==> src/hw/rsit_pkg.sv <==
// Package for the receive spread interrupt table block.
// Assumes a single 20 MHz clock domain and an AHB-Lite register bus.
package rsit_pkg;
	// ==========================================================
	// Register map (byte addresses)
	localparam logic [15:0] MASK_ADDR    = 16'h5864;
	localparam logic [15:0] REQ_ADDR     = 16'h5868;
	localparam logic [15:0] MQC_ADDR     = 16'h5818;
	localparam logic [15:0] QUEUE_REDIRECTION_TABLE_BASE    = 16'h5C00;
	localparam logic [15:0] KEY_BASE     = 16'h5C80;
	localparam logic [15:0] ISTAT_ADDR   = 16'h5870;
	localparam logic [15:0] IMASK_ADDR   = 16'h5874;
	localparam int          QUEUE_REDIRECTION_TABLE_WORDS   = 32;
	localparam int          KEY_WORDS    = 10;
	localparam int          TAG_BITS     = 5;
	// ==========================================================
	// Field layout
	localparam int          MQC_EN_LSB   = 0;
	localparam int          MQC_IEN_BIT  = 2;
	localparam logic [1:0]  MQ_OFF       = 2'h0;
	localparam logic [1:0]  MQ_HASH      = 2'h1;
	localparam logic [31:0] MQC_WMASK    = 32'hFFFF_0007;
	localparam logic [31:0] ZERO32       = 32'h0000_0000;
	localparam logic [1:0]  EV_BITS      = 2'h3;
	localparam int          EV_REQ       = 0;
	localparam int          EV_RX        = 1;
	// ==========================================================
	// AHB encodings
	localparam logic [1:0]  HTRANS_NSEQ  = 2'h2;
	localparam logic        HRESP_OKAY   = 1'h0;
	// Decoded bus request carried from address to data phase
	typedef struct packed {
		logic        valid;
		logic        write;
		logic [15:0] addr;
	} rsit_req_s;
endpackage : rsit_pkg

==> src/hw/rsit_core.sv <==
// Receive spread interrupt table: per-CPU mask/request vectors,
// redirection table, hash key, multi-queue command, AHB-Lite slave.
// Assumes receive events arrive on the same clock, already timed.
//
// Summary of operation
// - Mask bit zero blocks setting its request bit; one lets it set.
// - Reading request register clears mask bits whose request bits were set.
// - Writing one to a request bit clears the matching mask bit.
// - Writing one to a mask bit sets it; zero leaves it unchanged.
// - Mask register is 32 bits, one per CPU, resets to zero.
// - Request register holds one pending-packet bit per CPU.
// - Request bits set on a receive completion whose mask bit is one.
// - Request bits are write-one-to-clear and reset to zero.
// - Redirection table has 128 byte entries, packed four per word.
// - Only the five low bits of each entry hold the tag.
// - Entry n serves hash index n; entry 0 at word 0 bits 7:0.
// - Forty-byte hash key packed four bytes per word, reset zero.
// - Interrupt-control bit set: mask governs; clear: any packet interrupts.
// - Queue enable field: 00 disabled, 01 hash distribution, rest reserved.
`timescale 1ns/1ps
`default_nettype none
module rsit_core (
	input  wire logic        clk_in,
	input  wire logic        nrst_in,
	input  wire logic        hsel_in,
	input  wire logic [15:0] haddr_in,
	input  wire logic [1:0]  htrans_in,
	input  wire logic        hwrite_in,
	input  wire logic [2:0]  hsize_in,
	input  wire logic [31:0] hwdata_in,
	input  wire logic        hready_in,
	output logic      [31:0] hrdata_out,
	output logic             hreadyout_out,
	output logic             hresp_out,
	input  wire logic [31:0] rx_done_in,
	input  wire logic [6:0]  hash_idx_in,
	output logic      [4:0]  rx_tag_out,
	output logic      [1:0]  mq_mode_out,
	output logic             rx_irq_out,
	output logic             irq_out
);
	// ==========================================================
	// State
	logic [31:0]      mask;
	logic [31:0]      req;
	logic [31:0]      mqc;
	logic [7:0]       queue_redirection_table [128];
	logic [31:0]      key [rsit_pkg::KEY_WORDS];
	logic [1:0]       ev_stat;
	logic [1:0]       ev_mask;
	rsit_pkg::rsit_req_s dp;
	logic             wr;
	logic             rd;
	logic [31:0]      next_rdata;
	logic [31:0]      rx_gated;
	logic             rx_any;
	logic [1:0]       ev_set;
	logic [15:0]      off;

	// ==========================================================
	// Bus address phase capture
	always_ff @(posedge clk_in or negedge nrst_in) begin
		if (!nrst_in) begin
			dp <= '0;
		end else if (hready_in) begin
			dp.valid <= hsel_in && htrans_in == rsit_pkg::HTRANS_NSEQ;
			dp.write <= hwrite_in;
			dp.addr  <= haddr_in;
		end
	end
	assign wr  = dp.valid && dp.write;
	assign rd  = dp.valid && !dp.write;
	assign off = dp.addr;

	// Zero-wait OKAY responses
	always_ff @(posedge clk_in or negedge nrst_in) begin
		if (!nrst_in) begin
			hreadyout_out <= 1'b1;
			hresp_out     <= rsit_pkg::HRESP_OKAY;
		end else begin
			hreadyout_out <= 1'b1;
			hresp_out     <= rsit_pkg::HRESP_OKAY;
		end
	end

	// Incoming receive completions: gated by the mask, and their ungated OR
	assign rx_gated = rx_done_in & mask;
	assign rx_any   = |rx_done_in;

	// ==========================================================
	// Mask register: W1S, cleared by request read or request W1
	always_ff @(posedge clk_in or negedge nrst_in) begin
		if (!nrst_in) begin
			mask <= rsit_pkg::ZERO32;
		end else begin
			mask <= (mask
				& ~((rd && off == rsit_pkg::REQ_ADDR) ? hrdata_out : rsit_pkg::ZERO32)
				& ~((wr && off == rsit_pkg::REQ_ADDR) ? hwdata_in : rsit_pkg::ZERO32))
				| ((wr && off == rsit_pkg::MASK_ADDR) ? hwdata_in : rsit_pkg::ZERO32);
		end
	end

	// Request register: set by gated events, W1C, set wins
	always_ff @(posedge clk_in or negedge nrst_in) begin
		if (!nrst_in) begin
			req <= rsit_pkg::ZERO32;
		end else begin
			req <= (req & ~((wr && off == rsit_pkg::REQ_ADDR) ? hwdata_in : rsit_pkg::ZERO32))
				| rx_gated;
		end
	end

	// Multi-queue command register
	always_ff @(posedge clk_in or negedge nrst_in) begin
		if (!nrst_in) begin
			mqc <= rsit_pkg::ZERO32;
		end else if (wr && off == rsit_pkg::MQC_ADDR) begin
			mqc <= hwdata_in & rsit_pkg::MQC_WMASK;
		end
	end

	// ==========================================================
	// Redirection table, one byte entry per hash index
	genvar gi;
	generate
		for (gi = 0; gi < 128; gi++) begin : g_queue_redirection_table
			always_ff @(posedge clk_in or negedge nrst_in) begin
				if (!nrst_in) begin
					queue_redirection_table[gi] <= 8'h00;
				end else if (wr && off == rsit_pkg::QUEUE_REDIRECTION_TABLE_BASE + 16'(4 * (gi / 4))) begin
					queue_redirection_table[gi] <= hwdata_in[8 * (gi % 4) +: 8];
				end
			end
		end
		for (gi = 0; gi < rsit_pkg::KEY_WORDS; gi++) begin : g_key
			always_ff @(posedge clk_in or negedge nrst_in) begin
				if (!nrst_in) begin
					key[gi] <= rsit_pkg::ZERO32;
				end else if (wr && off == rsit_pkg::KEY_BASE + 16'(4 * gi)) begin
					key[gi] <= hwdata_in;
				end
			end
		end
	endgenerate

	// ==========================================================
	// Read multiplexer on the address-phase address; unmapped reads return zero
	always_comb begin
		next_rdata = rsit_pkg::ZERO32;
		if (haddr_in == rsit_pkg::MASK_ADDR) next_rdata = mask;
		if (haddr_in == rsit_pkg::REQ_ADDR) next_rdata = req;
		if (haddr_in == rsit_pkg::MQC_ADDR) next_rdata = mqc;
		if (haddr_in == rsit_pkg::ISTAT_ADDR) next_rdata = {30'h0, ev_stat};
		if (haddr_in == rsit_pkg::IMASK_ADDR) next_rdata = {30'h0, ev_mask};
		for (int i = 0; i < rsit_pkg::QUEUE_REDIRECTION_TABLE_WORDS; i++) begin
			if (haddr_in == rsit_pkg::QUEUE_REDIRECTION_TABLE_BASE + 16'(4 * i)) begin
				next_rdata = {queue_redirection_table[4 * i + 3], queue_redirection_table[4 * i + 2], queue_redirection_table[4 * i + 1], queue_redirection_table[4 * i]};
			end
		end
		for (int i = 0; i < rsit_pkg::KEY_WORDS; i++) begin
			if (haddr_in == rsit_pkg::KEY_BASE + 16'(4 * i)) next_rdata = key[i];
		end
	end

	// Read data captured at the address phase so the port comes from a flop.
	// The request word captured here is also what the read clears from the mask.
	// Limitation: a read right behind a write to the same word sees the old value.
	always_ff @(posedge clk_in or negedge nrst_in) begin
		if (!nrst_in) begin
			hrdata_out <= rsit_pkg::ZERO32;
		end else if (hready_in && hsel_in && htrans_in == rsit_pkg::HTRANS_NSEQ && !hwrite_in) begin
			hrdata_out <= next_rdata;
		end
	end

	// ==========================================================
	// Tag lookup and mode outputs
	always_ff @(posedge clk_in or negedge nrst_in) begin
		if (!nrst_in) begin
			rx_tag_out  <= 5'h00;
			mq_mode_out <= rsit_pkg::MQ_OFF;
		end else begin
			rx_tag_out  <= (mqc[rsit_pkg::MQC_EN_LSB +: 2] == rsit_pkg::MQ_HASH)
				? queue_redirection_table[hash_idx_in][rsit_pkg::TAG_BITS-1:0] : 5'h00;
			mq_mode_out <= mqc[rsit_pkg::MQC_EN_LSB +: 2];
		end
	end

	// Receive interrupt indication toward the host
	always_ff @(posedge clk_in or negedge nrst_in) begin
		if (!nrst_in) begin
			rx_irq_out <= 1'b0;
		end else if (mqc[rsit_pkg::MQC_IEN_BIT]) begin
			rx_irq_out <= |(req & mask);
		end else begin
			rx_irq_out <= rx_any;
		end
	end

	// ==========================================================
	// Sticky event status, W1C with set winning, and mask
	assign ev_set = {rx_any, |rx_gated};
	always_ff @(posedge clk_in or negedge nrst_in) begin
		if (!nrst_in) begin
			ev_stat <= 2'h0;
			ev_mask <= 2'h0;
		end else begin
			ev_stat <= (ev_stat & ~((wr && off == rsit_pkg::ISTAT_ADDR)
				? hwdata_in[1:0] : 2'h0)) | ev_set;
			if (wr && off == rsit_pkg::IMASK_ADDR) ev_mask <= hwdata_in[1:0] & rsit_pkg::EV_BITS;
		end
	end
	always_ff @(posedge clk_in or negedge nrst_in) begin
		if (!nrst_in) irq_out <= 1'b0;
		else irq_out <= |(ev_stat & ev_mask);
	end

	// ==========================================================
	// Assertions
	AST_MASK_GATE: assert property (@(posedge clk_in) disable iff (!nrst_in)
		(rx_done_in[0] && !mask[0] && !req[0]) |=> !req[0] || $past(wr))
		else $error("request set while masked");
	AST_RD_CLR: assert property (@(posedge clk_in) disable iff (!nrst_in)
		(rd && off == rsit_pkg::REQ_ADDR && hrdata_out[0] && !(wr)) |=> !mask[0])
		else $error("mask not cleared by read");
	AST_W1_REQ_MASK: assert property (@(posedge clk_in) disable iff (!nrst_in)
		(wr && off == rsit_pkg::REQ_ADDR && hwdata_in[0] && !(rx_done_in[0] && mask[0]))
		|=> !mask[0] && !req[0] )
		else $error("request write did not clear");
	AST_W1S: assert property (@(posedge clk_in) disable iff (!nrst_in)
		(wr && off == rsit_pkg::MASK_ADDR && hwdata_in[3]) |=> mask[3])
		else $error("mask set failed");
	AST_REQ_SET: assert property (@(posedge clk_in) disable iff (!nrst_in)
		(rx_done_in[1] && mask[1]) |=> req[1])
		else $error("request not set");
	AST_REQ_HOLD: assert property (@(posedge clk_in) disable iff (!nrst_in)
		(req[2] && !(wr && off == rsit_pkg::REQ_ADDR)) |=> req[2])
		else $error("request lost");
	AST_IRQ: assert property (@(posedge clk_in) disable iff (!nrst_in)
		(mqc[rsit_pkg::MQC_IEN_BIT] && |(req & mask)) |=> rx_irq_out)
		else $error("no rx interrupt");
	AST_NOMASK: assert property (@(posedge clk_in) disable iff (!nrst_in)
		(!mqc[rsit_pkg::MQC_IEN_BIT] && rx_any) |=> rx_irq_out)
		else $error("packet did not interrupt");
	AST_TAG: assert property (@(posedge clk_in) disable iff (!nrst_in)
		(mqc[1:0] != rsit_pkg::MQ_HASH) |=> rx_tag_out == 5'h00)
		else $error("tag outside hash mode");
	COV_REQ_READ: cover property (@(posedge clk_in) rd && off == rsit_pkg::REQ_ADDR && |req);
	COV_IRQ: cover property (@(posedge clk_in) irq_out);
	COV_HASH: cover property (@(posedge clk_in) mq_mode_out == rsit_pkg::MQ_HASH);
	COV_DIRECT: cover property (@(posedge clk_in) !mqc[rsit_pkg::MQC_IEN_BIT] && rx_irq_out);

	// ==========================================================
	// Further register and output checks
	// Read data returns the mask as it stood at the address phase
	AST_RD_DATA: assert property (@(posedge clk_in) disable iff (!nrst_in)
		(hready_in && hsel_in && htrans_in == rsit_pkg::HTRANS_NSEQ && !hwrite_in
		&& haddr_in == rsit_pkg::MASK_ADDR) |=> hrdata_out == $past(mask))
		else $error("mask read data wrong");
	// A written one clears a request bit unless a new event sets it
	AST_REQ_W1C: assert property (@(posedge clk_in) disable iff (!nrst_in)
		(wr && off == rsit_pkg::REQ_ADDR && hwdata_in[2] && !(rx_done_in[2] && mask[2]))
		|=> !req[2])
		else $error("request not cleared");
	// A written zero leaves a request bit alone
	AST_REQ_W0: assert property (@(posedge clk_in) disable iff (!nrst_in)
		(req[3] && wr && off == rsit_pkg::REQ_ADDR && !hwdata_in[3]) |=> req[3])
		else $error("request cleared by zero");
	// A mask write never clears a mask bit
	AST_MASK_W0: assert property (@(posedge clk_in) disable iff (!nrst_in)
		(mask[4] && wr && off == rsit_pkg::MASK_ADDR) |=> mask[4])
		else $error("mask cleared by mask write");
	// Mask bits are set only by a mask write
	AST_MASK_SET_ONLY: assert property (@(posedge clk_in) disable iff (!nrst_in)
		(!mask[5] && !(wr && off == rsit_pkg::MASK_ADDR)) |=> !mask[5])
		else $error("mask set without write");
	// A read of the request word keeps mask bits whose request was clear
	AST_RD_KEEP: assert property (@(posedge clk_in) disable iff (!nrst_in)
		(rd && off == rsit_pkg::REQ_ADDR && !hrdata_out[7] && mask[7]) |=> mask[7])
		else $error("mask cleared without request");
	// Request bits rise only on an allowed completion
	AST_REQ_SET_ONLY: assert property (@(posedge clk_in) disable iff (!nrst_in)
		(!req[6] && !(rx_done_in[6] && mask[6])) |=> !req[6])
		else $error("request set without event");
	// Tag output follows the addressed entry in hash mode
	AST_TAG_HASH: assert property (@(posedge clk_in) disable iff (!nrst_in)
		(mqc[1:0] == rsit_pkg::MQ_HASH)
		|=> rx_tag_out == $past(queue_redirection_table[hash_idx_in][rsit_pkg::TAG_BITS-1:0]))
		else $error("tag lookup wrong");
	// Writes to the first table word land in entry zero
	AST_QUEUE_REDIRECTION_TABLE_WR: assert property (@(posedge clk_in) disable iff (!nrst_in)
		(wr && off == rsit_pkg::QUEUE_REDIRECTION_TABLE_BASE) |=> queue_redirection_table[0] == $past(hwdata_in[7:0]))
		else $error("table entry write lost");
	// Writes to the last key word land in it whole
	AST_KEY_WR: assert property (@(posedge clk_in) disable iff (!nrst_in)
		(wr && off == rsit_pkg::KEY_BASE + 16'(4 * (rsit_pkg::KEY_WORDS - 1)))
		|=> key[rsit_pkg::KEY_WORDS - 1] == $past(hwdata_in))
		else $error("key write lost");
	// Mode output mirrors the queue enable field
	AST_MODE: assert property (@(posedge clk_in) disable iff (!nrst_in)
		1'b1 |=> mq_mode_out == $past(mqc[rsit_pkg::MQC_EN_LSB +: 2]))
		else $error("mode output wrong");
	// With the interrupt-control bit set, no receive interrupt while no allowed request is pending
	AST_IRQ_LOW: assert property (@(posedge clk_in) disable iff (!nrst_in)
		(mqc[rsit_pkg::MQC_IEN_BIT] && !(|(req & mask))) |=> !rx_irq_out)
		else $error("spurious rx interrupt");
endmodule : rsit_core
`default_nettype wire

==> config.mk <==
export PLATFORM = sky130hd
export DESIGN_NAME = rsit_core
export DESIGN_NICKNAME = d
export VERILOG_FILES = /design/src/hw/rsit_pkg.sv /design/src/hw/rsit_core.sv
export SDC_FILE = /design/constraint.sdc
export NUM_CORES = 2
export LEC_CHECK = 0
export ABC_AREA = 1
export BUFFER_PORTS_ARGS = -buffer_cell sky130_fd_sc_hd__clkbuf_2
export CAP_MARGIN = 0
export CORE_MARGIN = 2
export CORE_UTILIZATION = 50
export CTS_CLUSTER_DIAMETER = 150
export DETAILED_ROUTE_END_ITERATION = 16
export MAX_ROUTING_LAYER = met4
export PLACE_DENSITY = 0.66
export SYNTH_ARGS = -nofsm -noshare
export SYNTH_HDL_FRONTEND = slang
export SYNTH_SLANG_ARGS = --single-unit
==> constraint.sdc <==
create_clock -name clk_in -period 6.31 [get_ports clk_in]
set_clock_uncertainty 0.15 [all_clocks]
set_input_delay 0.3155 -clock clk_in [delete_from_list [all_inputs] [get_ports clk_in]]
set_output_delay 0.3155 -clock clk_in [all_outputs]
set_load 0.02 [all_outputs]
==> results.yml <==
run_status:
  run_status: "finished clean"
synthesis:
  postSynthNetCount: 9210
  synth_area_per_cell_sq_um: 7.74
  ys_seq_area_frac: 0.528
  postSynthCellCount: 9113
  yosys_warnings: 0
  synth_cell_types: 45
  number_of_flip_flops_and_latches_in_the_synthesized_netlist: 1490
  syn_area_sq_um: 70600
clock_network:
  clock_sink_count: 1490
  clock_tree_from_tritoncts: "built"
  clock_insertion_delay_worst_skew_ps: 810
  ctsRootBufferMaster: "sky130_fd_sc_hd__clkbuf_16"
  numCtsBuffers: 161
  cts_max_path_buffers: 3
  number_of_h_tree_branching_levels: 4
  cts.reportedPaths.clkPinSlew_ps: 60
finish:
  layoutNonFillerInstCount: 11000
  final_layout_size_suffix_gt1_frac: 0.0819
  leading_cell_type_in_the_layout_fill_and_taps_excluded: "sky130_fd_sc_hd__nand2_1"
  design.final.nets: 9076
  final_cell_mix: "2645 x sky130_fd_sc_hd__nand2_1, 1889 x sky130_fd_sc_hd__o21ai_0, 1490 x sky130_fd_sc_hd__dfrtp_1, 1021 x sky130_fd_sc_hd__nor2_1, 416 x sky130_fd_sc_hd__inv_1"
  finalCoreUtilization: 0.564
  synthesis_to_finish_area_growth_pct: 11.7
die:
  floorplan.die_area_sq_um: 144000
  core_area_sq_um: 140000
  die_h_um: 380
  row_count: 137
  die_width_um: 380
  io_pins: 140
  initial_core_util: 0.504
global_route:
  grt_first_pass_wirelength_um: 374000
  grt_use_total: 0.348
  globalRouteOverflowTotal: 0
  grt_pass1_vias: 59800
  grt_antenna_before_repair: 13
  grt_start_max_net_pins: 151
timing:
  max_freq_mhz: 166
  maxSlewHeadroom: 0.101
  timing.final.max_slew_violations: 0
  tightestPinTransition_ps: 1340
  final_setup_tns_ps: 0
  grt_setup_unrepaired: "no"
  timing.final.crit_share: 0.953
  worst_hold_slack_ps: 67.5
  setup_violations: 0
  finalCriticalPeriod_ps: 6020
  final_hold_viol_count: 0
place:
  placement.io_buffers: 134
  placed_cells_incl_taps: 10600
  dp_hpwl_um: 153000
  gpl.final_weighted_congestion: 1.02
worst_hold_path:
  path_type_of_the_worst_min_delay_path: "in2async"
setup_path:
  timing.critical_path.arrival_ps: 6560
  timing.critical_path.mode_cell: "sky130_fd_sc_hd__nor2_1"
  worstSetupStartpointType: "input port"
  worst-path-max-fanout: 24
  cp_top_family: "simple AND/OR/NAND/NOR gates"
  worstPathBufferInverterCount: 5
  ff2ff_setup_slack_ps: 910
  timing.critical_path.required_ps: 6850
  slowest_delay_ps: 620
  criticalPathCategory: "in2reg"
  cell_at_the_slowest_stage_of_the_critical_path: "sky130_fd_sc_hd__dlygate4sd3_1"
  cp-end-kind: "flop"
pwr:
  powerDensity_nw_per_um2: 255
  total_power_w: 0.0201
  power.static_leakage_nw: 39.7
  irDropWorstVdd_v: 0.000266
run:
  drv.max_cap_violation_count: 0
detailed_routing:
  drt_first_iter_violations: 8958
  drt-total-wl_um: 247000
  route.detailed.vias_per_inst: 5.91
  drt_drc_violations_left: 0
  route.antenna.remaining_nets: 0
  vias: 65000
  detail_route.wl_per_cell_um: 22.5
  detail_route.first_pass.iterations: 6
==> worst paths after layout <==
path | end | cells after the start | start
min | queue_redirection_table[919] | 2 | nrst_in
max | hrdata_out[8] | 33 | haddr_in[2]
max in group asynchronous | queue_redirection_table[134] | 3 | nrst_in
max reg2reg | hrdata_out[0] | 26 | mask[0]
min reg2reg | key[133] | 2 | key[133]
min in group clk_in | key[21] | 4 | hwdata_in[21]
==> power by group <==
part / leakage [nW] / internal [W] / switching (W)
Sequential: 13.4 / 0.00958 / 0.0000276
Combinational: 23.7 / 0.000180 / 0.000820
Clock: 2.60 / 0.00549 / 0.00404
Total: 39.7 / 0.0152 / 0.00489
==> Yosys cell counts, drive strengths merged <==
cell type	n	area, sq um
nand3b	1	7.51
a221oi	5	43.8
dfrtp	1490	37300
nand3	139	696
o31ai	1	7.51
a31oi	5	31.3
nor3b	1	7.51
conb	2	7.51
nand2	2664	10100
mux2	5	56.3
nor4	13	96.3
o22ai	117	732
nand4	336	2100
a41oi	1	8.76
clkbuf	619	2320
clkinv	9	33.8
o311ai	20	175
a22o	6	52.6
o32ai	1	8.76
buf	50	256
inv	466	1750
o21ai	1896	9500
a31o	1	8.76
or2	8	50.1
a21oi	122	611
and3	1	6.26
o211ai	11	82.6
a211oi	6	45.0
or4	3	22.5
nor2	1031	3900
o221ai	32	280
nor3	51	315
==> registers in the layout (all words and copies together), names as in the netlist <==
signal,cells
dp,2
ev_mask,2
ev_stat,2
hrdata_out,32
irq_out,1
key,320
mask,32
mq_mode_out,2
mqc,19
off,16
queue_redirection_table,1024
req,32
rx_irq_out,1
rx_tag_out,5
==> layer usage <==
metal | share of wire | vias up | wire length (um) | global-route usage
met1 | 0.42 | 31300 | 103000 | 0.476
met5 | 0 | - | 0 | -
met2 | 0.44 | 3309 | 109000 | 0.507
met3 | 0.099 | 627 | 24300 | 0.0736
met4 | 0.043 | 0 | 10700 | 0.141
li1 | - | 29700 | - | -
==> cell families after synthesis <==
group,count (synthesis),share of synthesized area
other,2,0.000106
muxes,5,0.000798
DFF,1490,0.528
and+or+nand+nor,4248,0.245
AOI/OAI and AO/OA,2224,0.164
buffers and inverters,1144,0.0618
==> per-stage QoR <==
stage | area [sq um] | setup WS, ps
6_report | 78800 | 295
5_1_grt | 78800 | 273
4_1_cts | 78800 | 654
3_5_place_dp | 73000 | 457
3_3_place_gp | 73000 | 445
2_1_floorplan | 70600 | 3280
==> area by class of cell <==
class / instances / area, sq um
clock buffer: 226 / 4620
fill: 13000 / 61100
clock inverter: 62 / 647
timing repair buffer: 372 / 2840
multi-input combinational: 6479 / 29300
sequential: 1490 / 37300
inverter: 475 / 1790
antenna: 12 / 30.0
tap: 1876 / 2350
==> repair_timing <==
item,4_1_cts,5_1_grt
hold buffers,53,0
setup buffers,0,0
resized for setup,0,0
endpoints found under the hold margin,215,0
Note: power is estimated with default switching activity, not from simulation.
